===== src/inc/aaj_pkg.sv =====
// Shared constants, types and helper functions of the accumulator ALU and jump unit.
package aaj_pkg;

	// ----------------------------------------------------------------
	// Widths and register map
	// ----------------------------------------------------------------
	localparam int          DATA_W      = 16;
	localparam int          NUM_ACC     = 4;
	localparam int          REG_AW      = 3;
	localparam logic [2:0]  REG_AC0     = 3'h0;
	localparam logic [2:0]  REG_AC1     = 3'h1;
	localparam logic [2:0]  REG_AC2     = 3'h2;
	localparam logic [2:0]  REG_AC3     = 3'h3;
	localparam logic [2:0]  REG_CARRY   = 3'h4;
	localparam logic [2:0]  REG_PC      = 3'h5;
	localparam logic [2:0]  REG_STATUS  = 3'h6;
	localparam logic [1:0]  LINK_ACC    = 2'h3;
	localparam logic [15:0] RST_PC      = 16'h0000;
	localparam logic [15:0] RST_ACC     = 16'h0000;
	localparam logic        RST_CARRY   = 1'b0;
	localparam logic [15:0] PC_STEP     = 16'h0001;
	localparam logic [15:0] PC_SKIP     = 16'h0002;
	localparam logic [15:0] ALL_ONES    = 16'hFFFF;

	// ----------------------------------------------------------------
	// Field encodings
	// ----------------------------------------------------------------
	localparam logic [1:0] TOP_JUMP     = 2'h0;
	localparam logic [1:0] TOP_CALL     = 2'h1;
	localparam logic [1:0] TOP_INC_SKIP = 2'h2;
	localparam logic [1:0] TOP_DEC_SKIP = 2'h3;
	localparam logic [1:0] CY_KEEP      = 2'h0;
	localparam logic [1:0] CY_ZERO      = 2'h1;
	localparam logic [1:0] CY_ONE       = 2'h2;
	localparam logic [1:0] CY_INVERT    = 2'h3;
	localparam logic [2:0] OP_INVERT    = 3'h0;
	localparam logic [2:0] OP_MINUS     = 3'h1;
	localparam logic [2:0] OP_PASS      = 3'h2;
	localparam logic [2:0] OP_INC       = 3'h3;
	localparam logic [2:0] OP_ADD_INV   = 3'h4;
	localparam logic [2:0] OP_SUB       = 3'h5;
	localparam logic [2:0] OP_ADD       = 3'h6;
	localparam logic [2:0] OP_AND       = 3'h7;
	localparam logic [1:0] ROT_NONE     = 2'h0;
	localparam logic [1:0] ROT_LEFT     = 2'h1;
	localparam logic [1:0] ROT_RIGHT    = 2'h2;
	localparam logic [1:0] ROT_SWAP     = 2'h3;

	// ----------------------------------------------------------------
	// Types
	// ----------------------------------------------------------------
	typedef struct packed {
		logic        is_arith;
		logic [1:0]  transfer_op_select;
		logic [15:0] eff_addr;
		logic [1:0]  source_accumulator;
		logic [1:0]  target_accumulator;
		logic [2:0]  operation_select;
		logic [1:0]  carry_in_select;
		logic [1:0]  rotate_select;
		logic        no_load_bit;
		logic [2:0]  branch_test_select;
	} aaj_instr_type;

	typedef enum logic [1:0] {
		ST_IDLE = 2'h0,
		ST_RD   = 2'h1,
		ST_WAIT = 2'h3,
		ST_WR   = 2'h2
	} aaj_state_type;

	// ----------------------------------------------------------------
	// Functions
	// ----------------------------------------------------------------
	function automatic logic aaj_skip_test(input logic [2:0] sel, input logic cy,
		input logic [15:0] res);
		aaj_skip_test = sel[0] ^ ((sel[2] & (res == 16'h0000)) | (sel[1] & ~cy));
	endfunction

	function automatic logic [15:0] aaj_pc_advance(input logic [15:0] pc, input logic skip);
		aaj_pc_advance = skip ? pc + PC_SKIP : pc + PC_STEP;
	endfunction

endpackage


===== src/rtl/aaj_exec_unit.sv =====
// Execution unit for the jump/modify and arithmetic instruction groups.
`timescale 1ns/100ps

// Function
// - Transfer op 0 loads the program counter with the effective address.
// - Transfer op 1 saves program counter plus one in accumulator 3, then jumps.
// - Transfer op 2 increments the memory word, skips on zero, keeps carry.
// - Transfer op 3 decrements the memory word, skips on zero, keeps carry.
// - Carry select gives carry, zero, one, or inverted carry.
// - Function generator makes a 16-bit result and a carry-out from two operands.
// - Rotate select 0 passes, 1 rotates left, 2 rotates right through carry.
// - Rotate select 3 swaps result bytes and keeps the carry-out.
// - Skip sensor advances the program counter once more per the 3-bit test select.
// - Skip decision is the three-bit xor/and/or form of the test select.
// - No-load bit set blocks accumulator and carry update; clear writes both.
// - Op 0 inverts the source and passes the carry.
// - Op 1 negates the source, inverting carry when the source is zero.
// - Op 2 passes source and carry unchanged.
// - Op 3 increments the source, inverting carry when it is all ones.
// - Op 4 adds target and inverted source, inverting carry on carry out.
// - Op 5 subtracts source from target, inverting carry on carry out.
// - Op 6 adds source and target, inverting carry on carry out.
// - Op 7 ands source and target and passes the carry.
module aaj_exec_unit
	import aaj_pkg::*;
(
	input  wire logic                       i_clk,
	input  wire logic                       i_rst_n,
	input  wire logic                       i_issue,
	input  wire aaj_pkg::aaj_instr_type     i_instr,
	output logic                            o_busy,
	output logic                            o_done,
	output logic                            o_skipped,
	output logic [aaj_pkg::DATA_W-1:0]      o_pc,
	output logic                            o_carry,
	output logic                            o_mem_rd,
	output logic                            o_mem_wr,
	output logic [aaj_pkg::DATA_W-1:0]      o_mem_addr,
	output logic [aaj_pkg::DATA_W-1:0]      o_mem_wdata,
	input  wire logic [aaj_pkg::DATA_W-1:0] i_mem_rdata,
	input  wire logic [aaj_pkg::REG_AW-1:0] i_reg_addr,
	input  wire logic [aaj_pkg::DATA_W-1:0] i_reg_wdata,
	input  wire logic                       i_reg_wr,
	input  wire logic                       i_reg_rd,
	output logic [aaj_pkg::DATA_W-1:0]      o_reg_rdata
);
	import aaj_pkg::*;

	// ----------------------------------------------------------------
	// State
	// ----------------------------------------------------------------
	logic [DATA_W-1:0] acc_ff   [NUM_ACC];
	logic [DATA_W-1:0] nxt_acc  [NUM_ACC];
	logic              carry_ff;
	logic              nxt_carry;
	logic [DATA_W-1:0] pc_ff;
	logic [DATA_W-1:0] nxt_pc;
	aaj_state_type     state_ff;
	aaj_state_type     nxt_state;
	aaj_instr_type     ins_ff;
	aaj_instr_type     nxt_ins;
	logic              mem_rd_ff;
	logic              nxt_mem_rd;
	logic              mem_wr_ff;
	logic              nxt_mem_wr;
	logic [DATA_W-1:0] addr_ff;
	logic [DATA_W-1:0] nxt_addr;
	logic [DATA_W-1:0] wdata_ff;
	logic [DATA_W-1:0] nxt_wdata;
	logic              done_ff;
	logic              nxt_done;
	logic              skipped_ff;
	logic              nxt_skipped;
	logic [DATA_W-1:0] rdata_ff;
	logic [DATA_W-1:0] nxt_rdata;

	logic              take;
	logic [DATA_W-1:0] src_val;
	logic [DATA_W-1:0] dst_val;
	logic [DATA_W-1:0] fg_result;
	logic              fg_carry;
	logic [16:0]       sh_out;
	logic              ar_skip;
	logic              mem_zero;

	assign take     = i_issue && (state_ff == ST_IDLE);
	assign src_val  = acc_ff[i_instr.source_accumulator];
	assign dst_val  = acc_ff[i_instr.target_accumulator];
	assign mem_zero = (wdata_ff == 16'h0000);

	// ----------------------------------------------------------------
	// Arithmetic datapath
	// ----------------------------------------------------------------
	aaj_func_gen u_func_gen (
		.i_carry_in_select  (i_instr.carry_in_select),
		.i_operation_select (i_instr.operation_select),
		.i_carry            (carry_ff),
		.i_src              (src_val),
		.i_dst              (dst_val),
		.o_result           (fg_result),
		.o_carry_out        (fg_carry)
	);

	aaj_shift_skip u_shift_skip (
		.i_result             (fg_result),
		.i_carry_out          (fg_carry),
		.i_rotate_select      (i_instr.rotate_select),
		.i_branch_test_select (i_instr.branch_test_select),
		.o_shifted            (sh_out),
		.o_skip               (ar_skip)
	);

	// ----------------------------------------------------------------
	// Next-state logic
	// ----------------------------------------------------------------
	always_comb
	begin
		for (int i = 0; i < NUM_ACC; i++)
			nxt_acc[i] = acc_ff[i];
		nxt_carry   = carry_ff;
		nxt_pc      = pc_ff;
		nxt_state   = state_ff;
		nxt_ins     = ins_ff;
		nxt_addr    = addr_ff;
		nxt_wdata   = wdata_ff;
		nxt_mem_rd  = 1'b0;
		nxt_mem_wr  = 1'b0;
		nxt_done    = 1'b0;
		nxt_skipped = 1'b0;
		nxt_rdata   = 16'h0000;

		if (i_reg_rd)
		begin
			case (i_reg_addr)
				REG_AC0, REG_AC1, REG_AC2, REG_AC3: nxt_rdata = acc_ff[i_reg_addr[1:0]];
				REG_CARRY:  nxt_rdata = {15'h0000, carry_ff};
				REG_PC:     nxt_rdata = pc_ff;
				REG_STATUS: nxt_rdata = {13'h0000, state_ff != ST_IDLE, state_ff};
				default:    nxt_rdata = 16'h0000;
			endcase
		end

		// Software writes come first so that a retiring instruction overrides them.
		if (i_reg_wr)
		begin
			case (i_reg_addr)
				REG_AC0, REG_AC1, REG_AC2, REG_AC3: nxt_acc[i_reg_addr[1:0]] = i_reg_wdata;
				REG_CARRY: nxt_carry = i_reg_wdata[0];
				REG_PC:    nxt_pc = i_reg_wdata;
				default:   nxt_pc = nxt_pc;
			endcase
		end

		case (state_ff)
			ST_IDLE:
			begin
				if (take && i_instr.is_arith)
				begin
					if (!i_instr.no_load_bit)
					begin
						nxt_acc[i_instr.target_accumulator] = sh_out[15:0];
						nxt_carry = sh_out[16];
					end
					nxt_pc      = aaj_pc_advance(pc_ff, ar_skip);
					nxt_skipped = ar_skip;
					nxt_done    = 1'b1;
				end
				else if (take)
				begin
					case (i_instr.transfer_op_select)
						TOP_JUMP:
						begin
							nxt_pc   = i_instr.eff_addr;
							nxt_done = 1'b1;
						end
						TOP_CALL:
						begin
							nxt_acc[LINK_ACC] = pc_ff + PC_STEP;
							nxt_pc   = i_instr.eff_addr;
							nxt_done = 1'b1;
						end
						default:
						begin
							nxt_ins    = i_instr;
							nxt_addr   = i_instr.eff_addr;
							nxt_mem_rd = 1'b1;
							nxt_state  = ST_RD;
						end
					endcase
				end
			end
			ST_RD:
				nxt_state = ST_WAIT;
			ST_WAIT:
			begin
				// The carry flag is left alone on this path on purpose.
				if (ins_ff.transfer_op_select == TOP_INC_SKIP)
					nxt_wdata = i_mem_rdata + PC_STEP;
				else
					nxt_wdata = i_mem_rdata - PC_STEP;
				nxt_mem_wr = 1'b1;
				nxt_state  = ST_WR;
			end
			ST_WR:
			begin
				nxt_pc      = aaj_pc_advance(pc_ff, mem_zero);
				nxt_skipped = mem_zero;
				nxt_done    = 1'b1;
				nxt_state   = ST_IDLE;
			end
			default:
				nxt_state = ST_IDLE;
		endcase
	end

	// ----------------------------------------------------------------
	// Registers
	// ----------------------------------------------------------------
	always_ff @(posedge i_clk)
	begin
		if (!i_rst_n)
		begin
			for (int i = 0; i < NUM_ACC; i++)
				acc_ff[i] <= RST_ACC;
			carry_ff   <= RST_CARRY;
			pc_ff      <= RST_PC;
			state_ff   <= ST_IDLE;
			ins_ff     <= '0;
			mem_rd_ff  <= 1'b0;
			mem_wr_ff  <= 1'b0;
			addr_ff    <= 16'h0000;
			wdata_ff   <= 16'h0000;
			done_ff    <= 1'b0;
			skipped_ff <= 1'b0;
			rdata_ff   <= 16'h0000;
		end
		else
		begin
			for (int i = 0; i < NUM_ACC; i++)
				acc_ff[i] <= nxt_acc[i];
			carry_ff   <= nxt_carry;
			pc_ff      <= nxt_pc;
			state_ff   <= nxt_state;
			ins_ff     <= nxt_ins;
			mem_rd_ff  <= nxt_mem_rd;
			mem_wr_ff  <= nxt_mem_wr;
			addr_ff    <= nxt_addr;
			wdata_ff   <= nxt_wdata;
			done_ff    <= nxt_done;
			skipped_ff <= nxt_skipped;
			rdata_ff   <= nxt_rdata;
		end
	end

	assign o_busy      = (state_ff != ST_IDLE);
	assign o_done      = done_ff;
	assign o_skipped   = skipped_ff;
	assign o_pc        = pc_ff;
	assign o_carry     = carry_ff;
	assign o_mem_rd    = mem_rd_ff;
	assign o_mem_wr    = mem_wr_ff;
	assign o_mem_addr  = addr_ff;
	assign o_mem_wdata = wdata_ff;
	assign o_reg_rdata = rdata_ff;

	logic take_jump;
	logic take_call;
	logic take_inc;
	logic take_dec;
	logic take_arith;

	assign take_jump  = take && !i_instr.is_arith && i_instr.transfer_op_select == TOP_JUMP;
	assign take_call  = take && !i_instr.is_arith && i_instr.transfer_op_select == TOP_CALL;
	assign take_inc   = take && !i_instr.is_arith && i_instr.transfer_op_select == TOP_INC_SKIP;
	assign take_dec   = take && !i_instr.is_arith && i_instr.transfer_op_select == TOP_DEC_SKIP;
	assign take_arith = take && i_instr.is_arith;
endmodule


===== src/rtl/aaj_func_gen.sv =====
// Carry generator and eight-way function generator.
`timescale 1ns/100ps
module aaj_func_gen
	import aaj_pkg::*;
(
	input  wire logic [1:0]  i_carry_in_select,
	input  wire logic [2:0]  i_operation_select,
	input  wire logic        i_carry,
	input  wire logic [15:0] i_src,
	input  wire logic [15:0] i_dst,
	output logic [15:0]      o_result,
	output logic             o_carry_out
);
	logic        cin;
	logic [16:0] sum;

	always_comb
	begin
		case (i_carry_in_select)
			CY_KEEP:  cin = i_carry;
			CY_ZERO:  cin = 1'b0;
			CY_ONE:   cin = 1'b1;
			default:  cin = ~i_carry;
		endcase
		sum         = 17'h00000;
		o_result    = i_src;
		o_carry_out = cin;
		case (i_operation_select)
			OP_INVERT: o_result = ~i_src;
			OP_MINUS:
			begin
				o_result    = 16'h0000 - i_src;
				o_carry_out = cin ^ (i_src == 16'h0000);
			end
			OP_PASS:   o_result = i_src;
			OP_INC:
			begin
				o_result    = i_src + PC_STEP;
				o_carry_out = cin ^ (i_src == ALL_ONES);
			end
			OP_ADD_INV, OP_SUB, OP_ADD:
			begin
				// Subtraction is the inverted add with a forced one, so all three share one adder.
				if (i_operation_select == OP_ADD)
					sum = {1'b0, i_dst} + {1'b0, i_src};
				else if (i_operation_select == OP_SUB)
					sum = {1'b0, i_dst} + {1'b0, ~i_src} + 17'h00001;
				else
					sum = {1'b0, i_dst} + {1'b0, ~i_src};
				o_result    = sum[15:0];
				o_carry_out = cin ^ sum[16];
			end
			default:   o_result = i_src & i_dst;
		endcase
	end
endmodule


===== src/rtl/aaj_shift_skip.sv =====
// Seventeen-bit shifter and skip sensor.
`timescale 1ns/100ps
module aaj_shift_skip
	import aaj_pkg::*;
(
	input  wire logic [15:0] i_result,
	input  wire logic        i_carry_out,
	input  wire logic [1:0]  i_rotate_select,
	input  wire logic [2:0]  i_branch_test_select,
	output logic [16:0]      o_shifted,
	output logic             o_skip
);
	always_comb
	begin
		case (i_rotate_select)
			ROT_NONE:  o_shifted = {i_carry_out, i_result};
			ROT_LEFT:  o_shifted = {i_result[15], i_result[14:0], i_carry_out};
			ROT_RIGHT: o_shifted = {i_result[0], i_carry_out, i_result[15:1]};
			default:   o_shifted = {i_carry_out, i_result[7:0], i_result[15:8]};
		endcase
		// The sensor looks at the shifted word, never at the raw function output.
		o_skip = aaj_skip_test(i_branch_test_select, o_shifted[16], o_shifted[15:0]);
	end
endmodule


===== config.mk =====
export PLATFORM = sky130hd
export DESIGN_NAME = aaj_exec_unit
export DESIGN_NICKNAME = d
export VERILOG_FILES = /design/src/inc/aaj_pkg.sv /design/src/rtl/aaj_exec_unit.sv /design/src/rtl/aaj_func_gen.sv /design/src/rtl/aaj_shift_skip.sv
export SDC_FILE = /design/constraint.sdc
export NUM_CORES = 1
export LEC_CHECK = 0
export BUFFER_PORTS_ARGS = -buffer_cell sky130_fd_sc_hd__buf_2
export CORE_ASPECT_RATIO = 0.9
export CORE_MARGIN = 4
export CORE_UTILIZATION = 55
export DETAILED_ROUTE_END_ITERATION = 8
export GPL_TIMING_DRIVEN = 0
export PLACE_DENSITY = 0.76
export SLEW_MARGIN = 10
export SYNTH_ARGS = -nofsm -noshare
export SYNTH_HDL_FRONTEND = slang
export SYNTH_HIERARCHICAL = 1
export SYNTH_SLANG_ARGS = --single-unit

===== constraint.sdc =====
create_clock -name i_clk -period 6.7 [get_ports i_clk]
set_input_delay 0.67 -clock i_clk [delete_from_list [all_inputs] [get_ports i_clk]]
set_output_delay 0.67 -clock i_clk [all_outputs]
set_load 0.02 [all_outputs]

==> results_dict.tcl <==
set metrics [dict create \
    status "finished clean" \
    clock_latency_ns 0.44 \
    final_common_cell "buf_2" \
    area_growth_pct 20.80 \
    fmax_mhz 150.7 \
    std_cell_rows 52 \
    hold_path.class "flip-flop to flip-flop" \
    finalSetupViolCount 0 \
    die_w_um 167.3 \
    postSynth.asyncResetShare_pct 0 \
    antenna_left 0 \
    clock_sinks 137 \
    min_path_cells 2 \
    rsz0062_at_grt "yes" \
    synth_flop_cell "dfxtp_1" \
    postSynthCellCount 1532 \
    drive_above_1_share_pct 24.78 \
    port_buffers 136 \
    syn-cell-area_um2 12560 \
    track_usage_pct 37.28 \
    clk_pin_slew_ns 0.06 \
    nets 1863 \
    cpMaxStageDelayCell "mux4_2" \
    avgRoutedWirePerCell_um 24.32 \
    design_area_um2 15170 \
    layout_common_cells "buf_2, nor2_1, nand2_1, dfxtp_1, a21oi_1" \
    dpl_cell_area_um2 13630 \
    gr-total-overflow 0 \
    tightest_slew_ns 1.317 \
    max_cap_viol_count 0 \
    cts_buffers 17 \
    crit_family "compound AO/OA/AOI/OAI gates" \
    drcViolationCount 0 \
    final_cells 2041 \
    power.leakage_nw 6.057 \
    wirelength_mm 49.63 \
    antenna_found_initial 1 \
    synth_seq_cells 137 \
    synth_area_per_cell_um2 8.196 \
    io_pins 144 \
    fin_crit_ns 6.636 \
    r2r_slack_ns 0.23 \
    yosysTopAreaCell "dfxtp_1" \
    r2r_cells 25 \
    report.final.slew_viol_count 0 \
    syn_nets 1662 \
    drtIter0Drc 2017 \
    min_to "o_mem_addr[15]" \
    initial_core_util_pct 55.94 \
    crit_type "primary input to flip-flop" \
    synth.top_cells.by_area "dfxtp_1, mux4_2, mux2i_1" \
    vias 13690 \
    ir_worst_vdd_mv 0.1303 \
    min-delay-start "o_mem_addr[15]" \
    min_period_over_period_pct 99.04 \
    crit_buf_inv 4 \
    hold_viol_final 0 \
    drt-pass1-iter-count 8 \
    grt_pass1_vias 12700 \
    startpoint_type "primary input" \
    grt_max_degree 18 \
    synth_edf_count 0 \
    synth_cell_type_count 91 \
    clock_skew_ns 0.01826 \
    r2r_end "o_pc[10]" \
    critical_path_arrival_ns 6.99 \
    dp_cells 1965 \
    path_max_fanout 5 \
    post-dp-hpwl_mm 37.92 \
    dieHeight_um 151.3 \
    slew_headroom_pct 11.53 \
    die_area_um2 25310 \
    yosysTopAreaCellShare_pct 21.84 \
    required_ns 7.05 \
    post-route-util_pct 67.57 \
    h-tree-depth 4 \
    cpPeakStageDelay_ns 0.56 \
    rr_startpoint "acc_ff[3][0]" \
    power_mw 3.122 \
    core_um2 22450 \
    seq_area_frac_synth_pct 21.84 \
    worstSetupEndpointType "flip-flop" \
    cts_root_buffer "clkbuf_16" \
    vias_per_cell 6.705 \
    powerDensity_nw_per_um2 205.9 \
    grt_pass1_wl_mm 73.80 \
    clockBufferDepth 2 \
    ys_warn_count 6 \
    gp_congestion 1.023 \
    cts_tree "built" \
]
## final cells by class
| type | instances | area [um^2] |
|---|---|---|
| multi-input combinational | 1231 | 9587 |
| fill | 1979 | 7279 |
| sequential | 137 | 2743 |
| timing repair buffer | 184 | 1084 |
| buffer | 111 | 610.6 |
| clock buffer | 19 | 442.9 |
| tap | 297 | 371.6 |
| inverter | 51 | 201.4 |
| clock inverter | 10 | 125.1 |
| antenna | 1 | 2.502 |
## flip-flops by register name, summed over array words and instances, names as in the netlist
| register | cells |
|---|---|
| o_mem_wr | 1 |
| state_ff | 2 |
| o_mem_addr | 16 |
| acc_ff | 64 |
| o_reg_rdata | 16 |
| o_mem_rd | 1 |
| o_mem_wdata | 16 |
| o_carry | 1 |
| o_skipped | 1 |
| o_pc | 16 |
| ins_ff | 2 |
| o_done | 1 |
## stage by stage
step	TNS (ns)	hold WS [ns]	worst slack, ns
after floorplan	0	0.4312	0.007743
after global placement	-22.44	0.4406	-1.639
after detailed placement	-23.49	0.4446	-1.705
after CTS	0	0.4524	0.01862
after global routing	-0.3739	0.4720	-0.08172
final	0	0.4505	0.06414
## power by group
group / internal (mW) / switching (mW) / total [mW] / leakage (nW)
Clock: 0.553 / 0.389 / 0.943 / 0.263
Sequential: 0.850 / 0.0330 / 0.883 / 1.11
Combinational: 0.539 / 0.757 / 1.30 / 4.68
## cells by family (layout without fill, tap and decap cells)
family | count (synthesis) | in the layout | share of synthesized area (%)
buffers and inverters | 164 | 375 | 5.680
AOI/OAI and AO/OA | 399 | 399 | 21.09
xor gates and xnor gates | 92 | 92 | 6.477
other | 0 | 1 | 0
muxes | 156 | 156 | 18.97
and+or+nand+nor | 528 | 528 | 20.18
adders and majority gates | 56 | 56 | 5.760
DFF | 137 | 137 | 21.84
## how the worst max path moves through the flow
stage          cells after the start        start  slack [ns]       end
2_1_floorplan                     26  i_instr[13]       0.008  o_pc[11]
3_3_place_gp                      26  i_instr[14]       -1.64  o_pc[11]
3_5_place_dp                      26  i_instr[14]       -1.70  o_pc[11]
4_1_cts                           25  i_instr[11]        0.02   o_pc[0]
5_1_grt                           27  i_instr[11]       -0.08  o_pc[10]
6_report                          27  i_instr[11]        0.06  o_pc[10]
## timing repair
action	4_1_cts	5_1_grt
buffers inserted	29	18
resized for setup	61	68
pin swaps	21	35
setup endpoints to repair	17	14
hold buffers	0	0
gates cloned	1	0
## worst reg2reg max path, stage by stage, from the launching register on
cell,delay [ns]
dfxtp_1,0.34
mux4_2,0.54
ha_4,0.20
fa_2,0.37
a21o_4,0.26
a22o_4,0.27
a211oi_4,0.33
buf_6,0.16
nor3b_4,0.05
nor3_4,0.30
xnor2_2,0.14
nor4_4,0.29
o21ai_2,0.11
a31oi_4,0.31
xnor2_2,0.12
mux4_2,0.50
or4_4,0.51
nor2_4,0.11
a32o_2,0.23
xor2_2,0.20
inv_1,0.15
nor3_4,0.23
o21ai_1,0.14
xor2_1,0.16
a211o_1,0.31
o221ai_1,0.07
## synth_stat cells (5+ instances only)
cell type / count
nor3_1: 34
o211ai_1: 12
mux2_2: 9
mux2i_1: 82
and3_1: 13
or3_1: 14
a21o_1: 16
and2_1: 5
a22oi_1: 7
inv_1: 48
or4_1: 5
ha_1: 53
a32o_1: 6
a221oi_1: 8
a31oi_1: 25
dfxtp_1: 137
nand2b_1: 14
nor4_1: 13
mux4_2: 62
nor2_1: 166
buf_2: 38
buf_1: 10
nand2_1: 147
o221ai_1: 12
a211oi_1: 69
xnor2_1: 67
nand3_1: 49
clkbuf_1: 56
a21oi_1: 110
nor2b_1: 20
xor2_1: 24
o21ai_0: 60
buf_6: 5
o21a_1: 8
nand4_1: 16
o22ai_1: 10
o31ai_1: 10
## routing by layer
metal,vias to the layer above,GRT usage (%),wire (um)
met4,2,8.641,1307
met2,1004,52.49,20240
met3,134,12.29,7568
met1,6463,55.28,20500
li1,6082,-,-
met5,-,0,11
No activity file was read; power rests on OpenSTA's default activity.
